--- src/shared/gpio_bank_pkg.sv ---
`default_nettype none

package gpio_bank_pkg;

  // register indices; byte address is four times the index
  localparam logic [7:0] IDX_PORT9_DIR      = 8'hd0;
  localparam logic [7:0] IDX_PORTA_DIR      = 8'hd1;
  localparam logic [7:0] IDX_PORT9_DATA     = 8'hd2;
  localparam logic [7:0] IDX_PORTA_DATA     = 8'hd3;
  localparam logic [7:0] IDX_PORTB_DIR      = 8'hd4;
  localparam logic [7:0] IDX_PORTB_DATA     = 8'hd6;
  localparam logic [7:0] IDX_PORT2_PULLUP   = 8'hd8;
  localparam logic [7:0] IDX_PORT5_PULLUP   = 8'hdb;
  localparam logic [7:0] IDX_PORT2_DIR      = 8'hdc;
  localparam logic [7:0] IDX_PORT5_DIR      = 8'hdd;

  // reset values and fixed bits
  localparam logic [7:0] RST_ZERO           = 8'h00;
  localparam logic [7:0] PORT9_RSVD_ONES    = 8'hc0;
  localparam logic [7:0] PORT5_RSVD_ONES    = 8'hf0;
  localparam logic [7:0] PORTB_DIR_MASK     = 8'hbf;
  localparam logic [7:0] WO_READ_VALUE      = 8'h00;

  // pin counts and synchroniser depth
  localparam int PORT9_PINS = 6;
  localparam int PORT5_PINS = 4;
  localparam int SYNC_STAGES = 2;

  typedef struct packed {
    logic [7:0] port2;
    logic [3:0] port5;
  } pullup_s;

endpackage : gpio_bank_pkg

`default_nettype wire

--- src/pin_sync.sv ---
`timescale 1ns/10ps
`default_nettype none

// two-flop synchroniser; the first stage feeds only the second
module pin_sync #(
  parameter int WIDTH = 8
) (
  // clock and reset
  input  wire logic             pclk,
  input  wire logic             presetn,
  // asynchronous pins and their synchronised copy
  input  wire logic [WIDTH-1:0] async_in,
  output logic      [WIDTH-1:0] sync_out
);

  logic [WIDTH-1:0] meta_q;
  logic [WIDTH-1:0] sync_q;

  if (WIDTH < 1) begin : g_chk
    $error("pin_sync: WIDTH must be at least 1");
  end

  always_ff @(posedge pclk or negedge presetn) begin
    if (!presetn) begin
      meta_q <= '0;
      sync_q <= '0;
    end else begin
      meta_q <= async_in;
      sync_q <= meta_q;
    end
  end

  assign sync_out = sync_q;

endmodule : pin_sync

`default_nettype wire

--- src/gpio_bank.sv ---
// The APB slave port was chosen for this implementation.
`timescale 1ns/10ps
`default_nettype none

module gpio_bank #(
  parameter int ADDR_W = 12
) (
  // clock and reset
  input  wire logic                 pclk,
  input  wire logic                 presetn,
  // apb slave
  input  wire logic                 psel,
  input  wire logic                 penable,
  input  wire logic                 pwrite,
  input  wire logic [ADDR_W-1:0]    paddr,
  input  wire logic [31:0]          pwdata,
  input  wire logic [3:0]           pstrb,
  output logic      [31:0]          prdata,
  output logic                      pready,
  output logic                      pslverr,
  // port 9 pins
  input  wire logic [5:0]           port9_in,
  output logic      [5:0]           port9_out,
  output logic      [5:0]           port9_oe,
  // port a pins
  input  wire logic [7:0]           porta_in,
  output logic      [7:0]           porta_out,
  output logic      [7:0]           porta_oe,
  // port b pins
  input  wire logic [7:0]           portb_in,
  output logic      [7:0]           portb_out,
  output logic      [7:0]           portb_oe,
  // port 2 and port 5 control
  output logic      [7:0]           port2_direction,
  output logic      [3:0]           port5_direction,
  output gpio_bank_pkg::pullup_s    pullup_on
);

  if (ADDR_W < 10) begin : g_chk
    $error("gpio_bank: ADDR_W must be at least 10");
  end

  function automatic logic hit(input logic [ADDR_W-1:0] a, input logic [7:0] idx);
    return a == ADDR_W'({idx, 2'b00});
  endfunction : hit

  function automatic logic [7:0] pin_view(input logic [7:0] dir, input logic [7:0] lat,
                                          input logic [7:0] pin);
    return (dir & lat) | (~dir & pin);
  endfunction : pin_view

  // registers
  logic [5:0] p9_dir_q;
  logic [7:0] pa_dir_q;
  logic [7:0] pb_dir_q;
  logic [5:0] p9_dat_q;
  logic [7:0] pa_dat_q;
  logic [7:0] pb_dat_q;
  logic [7:0] p2_pu_q;
  logic [3:0] p5_pu_q;
  logic [7:0] p2_dir_q;
  logic [3:0] p5_dir_q;
  logic [31:0] prdata_q;

  // synchronised pins
  logic [21:0] sync_all;
  logic [5:0]  sync_9;
  logic [7:0]  sync_a;
  logic [7:0]  sync_b;

  pin_sync #(
    .WIDTH    (22)
  ) u_sync (
    .pclk     (pclk),
    .presetn  (presetn),
    .async_in ({port9_in, porta_in, portb_in}),
    .sync_out (sync_all)
  );

  assign sync_9 = sync_all[21:16];
  assign sync_a = sync_all[15:8];
  assign sync_b = sync_all[7:0];

  // address decode
  wire sel_p9_dir  = hit(paddr, gpio_bank_pkg::IDX_PORT9_DIR);
  wire sel_pa_dir  = hit(paddr, gpio_bank_pkg::IDX_PORTA_DIR);
  wire sel_p9_dat  = hit(paddr, gpio_bank_pkg::IDX_PORT9_DATA);
  wire sel_pa_dat  = hit(paddr, gpio_bank_pkg::IDX_PORTA_DATA);
  wire sel_pb_dir  = hit(paddr, gpio_bank_pkg::IDX_PORTB_DIR);
  wire sel_pb_dat  = hit(paddr, gpio_bank_pkg::IDX_PORTB_DATA);
  wire sel_p2_pu   = hit(paddr, gpio_bank_pkg::IDX_PORT2_PULLUP);
  wire sel_p5_pu   = hit(paddr, gpio_bank_pkg::IDX_PORT5_PULLUP);
  wire sel_p2_dir  = hit(paddr, gpio_bank_pkg::IDX_PORT2_DIR);
  wire sel_p5_dir  = hit(paddr, gpio_bank_pkg::IDX_PORT5_DIR);
  wire mapped      = sel_p9_dir | sel_pa_dir | sel_p9_dat | sel_pa_dat | sel_pb_dir
                   | sel_pb_dat | sel_p2_pu | sel_p5_pu | sel_p2_dir | sel_p5_dir;

  wire setup_ph    = psel & ~penable;
  wire access_ph   = psel & penable;
  // only byte lane 0 carries register data
  wire wr_en       = access_ph & pwrite & pstrb[0] & mapped;
  wire [7:0] wbyte = pwdata[7:0];

  // pin view of each data register
  wire [7:0] view_9 = pin_view({2'b00, p9_dir_q}, {2'b00, p9_dat_q}, {2'b00, sync_9});
  wire [7:0] view_a = pin_view(pa_dir_q, pa_dat_q, sync_a);
  wire [7:0] view_b = pin_view(pb_dir_q, pb_dat_q, sync_b);

  wire [7:0] rd_byte =
      sel_p9_dat ? (gpio_bank_pkg::PORT9_RSVD_ONES | view_9) :
      sel_pa_dat ? view_a :
      sel_pb_dat ? view_b :
      sel_p2_pu  ? p2_pu_q :
      sel_p5_pu  ? (gpio_bank_pkg::PORT5_RSVD_ONES | {4'h0, p5_pu_q}) :
                   gpio_bank_pkg::WO_READ_VALUE;

  // direction and pull-up registers
  always_ff @(posedge pclk or negedge presetn) begin
    if (!presetn) begin
      p9_dir_q <= '0;
      pa_dir_q <= gpio_bank_pkg::RST_ZERO;
      pb_dir_q <= gpio_bank_pkg::RST_ZERO;
      p2_dir_q <= gpio_bank_pkg::RST_ZERO;
      p5_dir_q <= '0;
      p2_pu_q  <= gpio_bank_pkg::RST_ZERO;
      p5_pu_q  <= '0;
    end else if (wr_en) begin
      if (sel_p9_dir) p9_dir_q <= wbyte[5:0];
      if (sel_pa_dir) pa_dir_q <= wbyte;
      if (sel_pb_dir) pb_dir_q <= wbyte & gpio_bank_pkg::PORTB_DIR_MASK;
      if (sel_p2_dir) p2_dir_q <= wbyte;
      if (sel_p5_dir) p5_dir_q <= wbyte[3:0];
      if (sel_p2_pu)  p2_pu_q  <= wbyte;
      if (sel_p5_pu)  p5_pu_q  <= wbyte[3:0];
    end
  end

  // data latches keep their value while the pin is an input
  always_ff @(posedge pclk or negedge presetn) begin
    if (!presetn) begin
      p9_dat_q <= '0;
      pa_dat_q <= gpio_bank_pkg::RST_ZERO;
      pb_dat_q <= gpio_bank_pkg::RST_ZERO;
    end else if (wr_en) begin
      if (sel_p9_dat) p9_dat_q <= wbyte[5:0];
      if (sel_pa_dat) pa_dat_q <= wbyte;
      if (sel_pb_dat) pb_dat_q <= wbyte;
    end
  end

  // read data is captured in the setup cycle so the access phase needs no wait
  always_ff @(posedge pclk or negedge presetn) begin
    if (!presetn) begin
      prdata_q <= '0;
    end else if (setup_ph) begin
      prdata_q <= pwrite ? 32'h0000_0000 : {24'h00_0000, rd_byte};
    end
  end

  assign prdata    = prdata_q;
  assign pready    = 1'b1;
  assign pslverr   = access_ph & ~mapped;

  assign port9_out = p9_dat_q;
  assign port9_oe  = p9_dir_q;
  assign porta_out = pa_dat_q;
  assign porta_oe  = pa_dir_q;
  assign portb_out = pb_dat_q;
  assign portb_oe  = pb_dir_q;

  assign port2_direction = p2_dir_q;
  assign port5_direction = p5_dir_q;
  // pull-ups act only on pins set as inputs
  assign pullup_on.port2 = p2_pu_q & ~p2_dir_q;
  assign pullup_on.port5 = p5_pu_q & ~p5_dir_q;
endmodule : gpio_bank

`default_nettype wire

--- config.mk ---
export PLATFORM = sky130hd
export DESIGN_NAME = gpio_bank
export DESIGN_NICKNAME = d
export VERILOG_FILES = /design/src/shared/gpio_bank_pkg.sv /design/src/pin_sync.sv /design/src/gpio_bank.sv
export SDC_FILE = /design/constraint.sdc
export NUM_CORES = 1
export LEC_CHECK = 0
export ABC_AREA = 1
export BUFFER_PORTS_ARGS = -buffer_cell sky130_fd_sc_hd__buf_2
export CAP_MARGIN = 20
export CORE_MARGIN = 1
export CORE_UTILIZATION = 40
export DETAILED_ROUTE_END_ITERATION = 10
export GPL_TIMING_DRIVEN = 0
export PLACE_DENSITY = 0.66
export SYNTH_ARGS = -nofsm -noshare
export SYNTH_HDL_FRONTEND = slang
export SYNTH_SLANG_ARGS = --single-unit
--- constraint.sdc ---
create_clock -name pclk -period 3 [get_ports pclk]
set_input_delay 0.15 -clock pclk [delete_from_list [all_inputs] [get_ports pclk]]
set_output_delay 0.15 -clock pclk [all_outputs]
set_load 0.02 [all_outputs]
==> results of run 1 <==
report_power, final:
group | total (mW) | internal [mW] | switching (mW)
registers | 1.64 | 1.64 | 0.00837
logic | 0.223 | 0.0854 | 0.138
clock network | 2.05 | 1.32 | 0.727
total | 3.92 | 3.04 | 0.873
repair_timing:
| action | CTS | global route |
|---|---|---|
| setup endpoints to repair | 0 | 0 |
| setup buffers | 0 | 0 |
| hold buffers | 23 | 0 |
| endpoints found under the hold margin | 131 | 0 |
sequential cells by signal, indices dropped and copies added, names as in the netlist:
register	flops
u_sync.meta_q	22
u_sync.sync_out	22
p2_pu_q	8
port2_direction	8
porta_oe	8
porta_out	8
portb_out	8
prdata	8
portb_oe	7
port9_oe	6
port9_out	6
p5_pu_q	4
port5_direction	4
per-layer routing:
metal / global-route usage (%) / up-vias
met5: 0 / -
met4: 12.7 / 0
met3: 5.60 / 39
met2: 35.7 / 260
met1: 29.9 / 2347
li1: - / 2251
critical path, delay by kind of cell:
kind / cells / cell delay [ns]
simple gates: 6 / 0.70
buf+inv: 6 / 0.72
per-stage QoR:
stage          hold slack [ns]  utilization (%)  area, µm²  cells
4_1_cts                 0.0479             54.3       7170    962
2_1_floorplan           -0.146                -       5500    613
5_1_grt                 0.0694             54.3       7170    962
3_5_place_dp            0.0308             48.1       6340    907
3_3_place_gp             0.258             47.8       6300    906
6_report                0.0772             54.3       7170    962
layout by cell type, fill, tap and decap left out, drive strengths merged, types with 4 or more instances in the layout:
cell type | netlist | layout
nand2 | 195 | 195
buf | 43 | 161
dfrtp | 119 | 119
nand4 | 69 | 69
inv | 43 | 43
nor2 | 34 | 34
clkbuf | 12 | 32
conb | 2 | 26
nand3 | 24 | 24
dlygate4sd3 | 0 | 23
o21ai | 21 | 21
mux2 | 10 | 10
mux2i | 9 | 9
clkinv | 2 | 7
clkinvlp | 0 | 4
worst min-delay path by stage:
| stage | to | slack [ns] | cells past startpoint |
|---|---|---|---|
| 2_1_floorplan | p2_pu_q[0] | -0.15 | 0 |
| 3_3_place_gp | u_sync.meta_q[8] | 0.26 | 1 |
| 3_5_place_dp | port5_direction[0] | 0.03 | 1 |
| 4_1_cts | p2_pu_q[7] | 0.05 | 3 |
| 5_1_grt | p2_pu_q[7] | 0.07 | 3 |
| 6_report | p2_pu_q[7] | 0.08 | 3 |
area by class of cell:
type / count / area (µm²) / share of cell area [%]
inverters: 45 / 169 / 2.36
multi-input cells: 394 / 1970 / 27.5
clock inverters: 12 / 153 / 2.13
well taps: 176 / 220 / 3.07
plain buffers: 55 / 378 / 5.27
clock buffers: 20 / 447 / 6.23
flip-flops and latches: 119 / 2980 / 41.5
repair buffers: 141 / 850 / 11.9
logic make-up after synthesis:
group,count (synthesis)
flip-flops,119
AND/OR/NAND/NOR,322
other,2
buffers and inverters,100
multiplexers,19
AO/OA/AOI/OAI,27
==> metrics.md, run 1 <==
| Metric | Value |
|---|---|
| Chip width | `118 µm` |
| Vias | `4,897` |
| Ys Warns | `0` |
| Worst R2R Setup Slack | `1.62 ns` |
| Max clock buf depth | `2` |
| Crit path capture | `pslverr` |
| Maximum Capacitance Violations | `0` |
| Simple-gate share of the synthesized area | `28.2%` |
| Residual DRC count | `0` |
| Top-area cell type share of the netlist area | `55.1%` |
| Hold Path Class | `in -> reg` |
| WL met1 | `6290 µm` |
| Final period utilization | `57.6%` |
| Crit path DAT | `1.58 ns` |
| TritonCTS Buffers | `17` |
| Most common cell in the netlist | `nand2_1` |
| Synth top area cells | `dfrtp_1 (55%), nand2_1 (13%), nand4_1 (8.0%)` |
| Fillers | `1,191` |
| Pwr Density | `546 nW/µm²` |
| Final net count | `848` |
| Status | `finished clean` |
| Compound-cell area share of the yosys netlist | `2.71%` |
| Final setup violating endpoints | `0` |
| Largest family of logic cells by synthesized area | `simple AND/OR/NAND/NOR gates` |
| Post-DP HPWL | `10,800 µm` |
| Vias in the first global route | `4,686` |
| Post-CTS sizing | `0` |
| Worst EP required | `2.85 ns` |
| Largest stage delay on the critical path | `0.18 ns` |
| Share of layout cells above drive strength 1 | `29.3%` |
| Reg2Reg Depth | `7` |
| Worst-path clk slew | `0.05 ns` |
| Synth Instances | `589` |
| EDFF count, synth | `0` |
| Worst setup path category | `in -> out` |
| CTS root buffer | `clkbuf_16` |
| Synth Cell Area | `5410 µm²` |
| Design Power | `3.92 mW` |
| Ports | `177` |
| Post-synthesis sequential area ratio | `55.1%` |
| Mux contribution to synthesized area | `3.75%` |
| Syn avg cell area | `9.18 µm²` |
| CP cell instances | `buf_2 -> inv_2 -> nand2_1 -> nor2_1 -> nand3_1 -> inv_2 -> nor2_1 -> nand3_4 -> buf_12 -> buf_6 -> nor2_1 -> buf_2` |
| Most used cell, CP | `nor2_1` |
| Slew HR | `53.1%` |
| Final TNS setup | `0 ns` |
| Via-to-Cell Ratio | `5.09` |
| Number of DRC markers in iteration 0 | `369` |
| RSZ-0062 raised after global routing | `false` |
| Minimum clock period | `1.73 ns` |
| Startpoint types | `input pin` |
| Post-synth top cells | `nand2_1 (190), dfrtp_1 (119), nand4_1 (69)` |
| Drt pass-1 iters | `5` |
| Reg2reg start | `portb_oe[2]` |
| Setup WS post-layout | `1.27 ns` |
| Synth Area in Adders | `0%` |
| Slew @ Worst Pin | `0.703 ns` |
| Largest net degree at the start of global routing | `96` |
| Placer Congestion | `0.985` |
| VDD IR max | `0.000411 V` |
| First-pass GRT wire length | `24,400 µm` |
| Clock latency on the worst-skew pair | `0.42 ns` |
| CTS H-Tree Depth | `4` |
| Metal3 WL | `1260 µm` |
| Initial antenna violation count | `0` |
| CTS tree | `yes` |
| Leak pwr | `3.96 nW` |
| Slowest CP cell | `nor2_1` |
| Input/output buffers | `117` |
| Routed len/inst | `15.7 µm` |
| Grt ovf | `0` |
| Maximum clock rate | `578 MHz` |
| Core Region | `13,200 µm²` |
| Register bit total from synthesis | `119` |
| Max Slew Vio Count | `0` |
| Worst Setup SP | `paddr[2]` |
| Cell taking the most area after synthesis | `dfrtp_1` |
| Primary FF master, synth | `dfrtp_1` |
| CTS Sinks | `119` |
| Core Rows | `42` |
| Hold Crit Start | `pwdata[7]` |
| CP Max Fanout | `10` |
| DR top layer | `met4` |
| Die Ht | `118 µm` |
| Unique cell type count in the Yosys netlist | `29` |
| Critical Path Sink Type | `primary output` |
| Synthesis-to-layout area growth | `32.5%` |
| Detailed Route WL | `15,100 µm` |
| Post-Synth XOR/XNOR Area | `0%` |
| R2r endpoint | `prdata[2]` |
| Final hold violations | `0` |
| Routed met2 length | `6950 µm` |
| Ant diodes | `0` |
| Starting Density | `41.0%` |
| Clock Skew | `0.0114 ns` |
| Async S/R FF share, synth | `100%` |
| Die area | `14,000 µm²` |
| GRT Resource Usage Total | `23.1%` |
| Antenna violation net count after detailed routing | `0` |
| Worst slack, placed | `1.19 ns` |
No activity file was read; power rests on OpenSTA's default activity.
==> run 2: changes to the inputs <==
--- a/config.mk
+++ b/config.mk
@@ -12,7 +12,7 @@
 export CORE_UTILIZATION = 40
 export DETAILED_ROUTE_END_ITERATION = 10
 export GPL_TIMING_DRIVEN = 0
-export PLACE_DENSITY = 0.66
+export PLACE_DENSITY = 0.68
 export SYNTH_ARGS = -nofsm -noshare
 export SYNTH_HDL_FRONTEND = slang
 export SYNTH_SLANG_ARGS = --single-unit
==> constraint.sdc (replaced) <==
create_clock -name pclk -period 1.51 [get_ports pclk]
set_input_delay 0.0755 -clock pclk [delete_from_list [all_inputs] [get_ports pclk]]
set_output_delay 0.0755 -clock pclk [all_outputs]
set_load 0.02 [all_outputs]
==> run 2 against run 1 <==
Die area is the same; critical path depth shrank 1; final area grew 1.9%; sequential share of layout area shrank 0.77 points; utilization grew 1.0 points; final cell count grew 0.42%; sequential power grew 99%; via count shrank 0.90%; flip-flop and latch count is the same; global-route usage shrank 0.21 points; setup slack lost 1.1 ns; critical path type unchanged; hold slack lost 0.034 ns.
==> metrics.md, run 2 (synthesis gave the netlist of run 1 again) <==
| Metric | Value |
|---|---|
| Clock latency on the worst-skew pair | `0.42 ns (about the same)` |
| Clock Skew | `0.00685 ns (-0.00459 ns)` |
| Pwr Density | `1100 nW/µm² (+100%)` |
| Number of DRC markers in iteration 0 | `341 (-7.6%)` |
| Antenna violation net count after detailed routing | `0 (unchanged)` |
| Detailed Route WL | `15,300 µm (+1.6%)` |
| Input/output buffers | `117 (unchanged)` |
| Slew HR | `51.4% (-1.7 points)` |
| Initial antenna violation count | `0 (unchanged)` |
| Largest net degree at the start of global routing | `96 (unchanged)` |
| CTS H-Tree Depth | `4 (unchanged)` |
| Most common cell after layout, fill and taps aside | `nand2_1` |
| Routed len/inst | `15.8 µm (+1.2%)` |
| Core Rows | `42 (unchanged)` |
| Grt ovf | `0 (unchanged)` |
| CTS tree | `yes` |
| Hold Crit Start | `pwrite` |
| Final Hold Slack | `0.0427 ns (-0.0345 ns)` |
| Worst EP required | `1.43 ns (-1.42 ns)` |
| GRT Resource Usage Total | `22.9% (-0.21 points)` |
| Critical Path Sink Type | `primary output` |
| Starting Density | `41.0% (unchanged)` |
| Placer Congestion | `0.901 (-8.6%)` |
| Share of layout cells above drive strength 1 | `30.4% (+1.1 points)` |
| TritonCTS Buffers | `17 (unchanged)` |
| Crit path DAT | `1.30 ns (-0.28 ns)` |
| Slew @ Worst Pin | `0.729 ns (+0.0253 ns)` |
| Setup WS post-layout | `0.132 ns (-1.14 ns)` |
| RSZ-0062 raised after global routing | `false` |
| Status | `finished clean` |
| Design Power | `8.07 mW (+110%)` |
| Drt pass-1 iters | `5 (unchanged)` |
| Residual DRC count | `0 (unchanged)` |
| Vias | `4,853 (-0.90%)` |
| Most frequent cells in the layout | `nand2_1 (188), buf_2 (120), dfrtp_1 (119), nand4_1 (69), inv_1 (34)` |
| Area post-placement | `6340 µm² (unchanged)` |
| Fillers | `1,176 (-1.3%)` |
| Post-DP HPWL | `10,900 µm (+0.47%)` |
| Vias in the first global route | `4,671 (-0.32%)` |
| Max Slew Vio Count | `0 (unchanged)` |
| Die area | `14,000 µm² (unchanged)` |
| Final period utilization | `91.2%` |
| Worst R2R Setup Slack | `0.15 ns (-1.47 ns)` |
| Chip width | `118 µm (unchanged)` |
| Synthesis-to-layout area growth | `35.0%` |
| Via-to-Cell Ratio | `5.02 (-1.3%)` |
| Ports | `177 (unchanged)` |
| Reg2reg start | `portb_oe[2]` |
| Minimum clock period | `1.38 ns` |
| Final net count | `852 (+0.47%)` |
| Worst Setup SP | `paddr[10]` |
| Ant diodes | `0 (unchanged)` |
| Final Cell Area | `7300 µm² (+1.9%)` |
| Final TNS setup | `0 ns (unchanged)` |
| Worst-path clk slew | `0.05 ns (about the same)` |
| R2r endpoint | `prdata[2]` |
| Maximum clock rate | `726 MHz` |
| Leak pwr | `4.01 nW (+1.2%)` |
| Final setup violating endpoints | `0 (unchanged)` |
| Final hold violations | `0 (unchanged)` |
| VDD IR max | `0.000643 V (+56%)` |
| Startpoint types | `input pin` |
| Core Region | `13,200 µm² (unchanged)` |
| Max clock buf depth | `2 (unchanged)` |
| Worst setup path category | `in -> out` |
| Die Ht | `118 µm (unchanged)` |
| Maximum Capacitance Violations | `0 (unchanged)` |
| Crit path capture | `pslverr` |
| Reg2Reg Depth | `7 (unchanged)` |
| Worst slack, placed | `-0.256 ns (-1.45 ns)` |
| CTS Sinks | `119 (unchanged)` |
| CP Max Fanout | `19 (+9)` |
| Hold Path Class | `in -> reg` |
| First-pass GRT wire length | `24,200 µm (-0.82%)` |
| CTS root buffer | `clkbuf_16` |
## run 2: cell count changes in the layout (fill, tap and decap cells not counted), sizes merged
cell / previous run / this run
nor2: 34 / 35
bufinv: 3 / 4
clkbuf: 32 / 34
buf: 161 / 162
dlygate4sd3: 23 / 25
inv: 43 / 44
clkinv: 7 / 3
## run 2: critical path: stages
cell and delay [ns]:
buf_2 0.10, inv_1 0.08, nand2_4 0.09, nor2_4 0.19
nand3_2 0.13, nand2_1 0.11, nor2_2 0.05, nand3_4 0.09
buf_12 0.17, nor2_1 0.06, buf_4 0.15
## run 2: cell type report
| cell class | instances | area [µm²] | share of cell area, % |
|---|---|---|---|
| plain buffers | 54 | 367 | 5.02 |
| clock buffers | 22 | 474 | 6.49 |
| clock inverters | 10 | 168 | 2.30 |
| inverters | 45 | 169 | 2.31 |
| multi-input cells | 395 | 2040 | 27.9 |
| flip-flops and latches | 119 | 2980 | 40.8 |
| well taps | 176 | 220 | 3.02 |
| repair buffers | 145 | 887 | 12.1 |
## run 2: stage by stage
| stage | utilization, % | cells |
|---|---|---|
| 5_1_grt | 55.4 | 966 |
| 4_1_cts | 55.1 | 966 |
| 3_5_place_dp | 48.1 | 907 |
| 3_3_place_gp | 47.8 | 906 |
| 2_1_floorplan | - | 613 |
| 6_report | 55.4 | 966 |
## run 2: power breakdown
part	internal, mW	switching (mW)	total [mW]
Clock	2.90	1.44	4.34
Combinational	0.177	0.286	0.463
Sequential	3.25	0.0170	3.27
## run 2: worst min-delay path by stage
stage / to / slack, ns / cells after the start
2_1_floorplan: p2_pu_q[0] / -0.22 / 0
3_3_place_gp: u_sync.meta_q[4] / 0.18 / 1
3_5_place_dp: port5_direction[0] / -0.04 / 1
4_1_cts: prdata[0] / 0.02 / 4
5_1_grt: prdata[0] / 0.06 / 4
6_report: prdata[0] / 0.04 / 4
## run 2: repair_timing
| item | CTS | global route |
|---|---|---|
| hold endpoints to repair | 151 | 0 |
| gates cloned | 1 | 0 |
| pin swaps | 3 | 3 |
| buffers inserted | 1 | 1 |
| endpoints found under the setup margin | 1 | 6 |
| hold buffers | 25 | 0 |
| gates resized for setup | 4 | 10 |
## run 2: per-layer routing
metal,up-vias,share of wire [%],global-route usage (%)
met5,-,0,0
li1,2257,-,-
met1,2335,43,29.5
met3,44,7.1,5.65
met4,0,3.6,12.6
met2,217,46,35.4
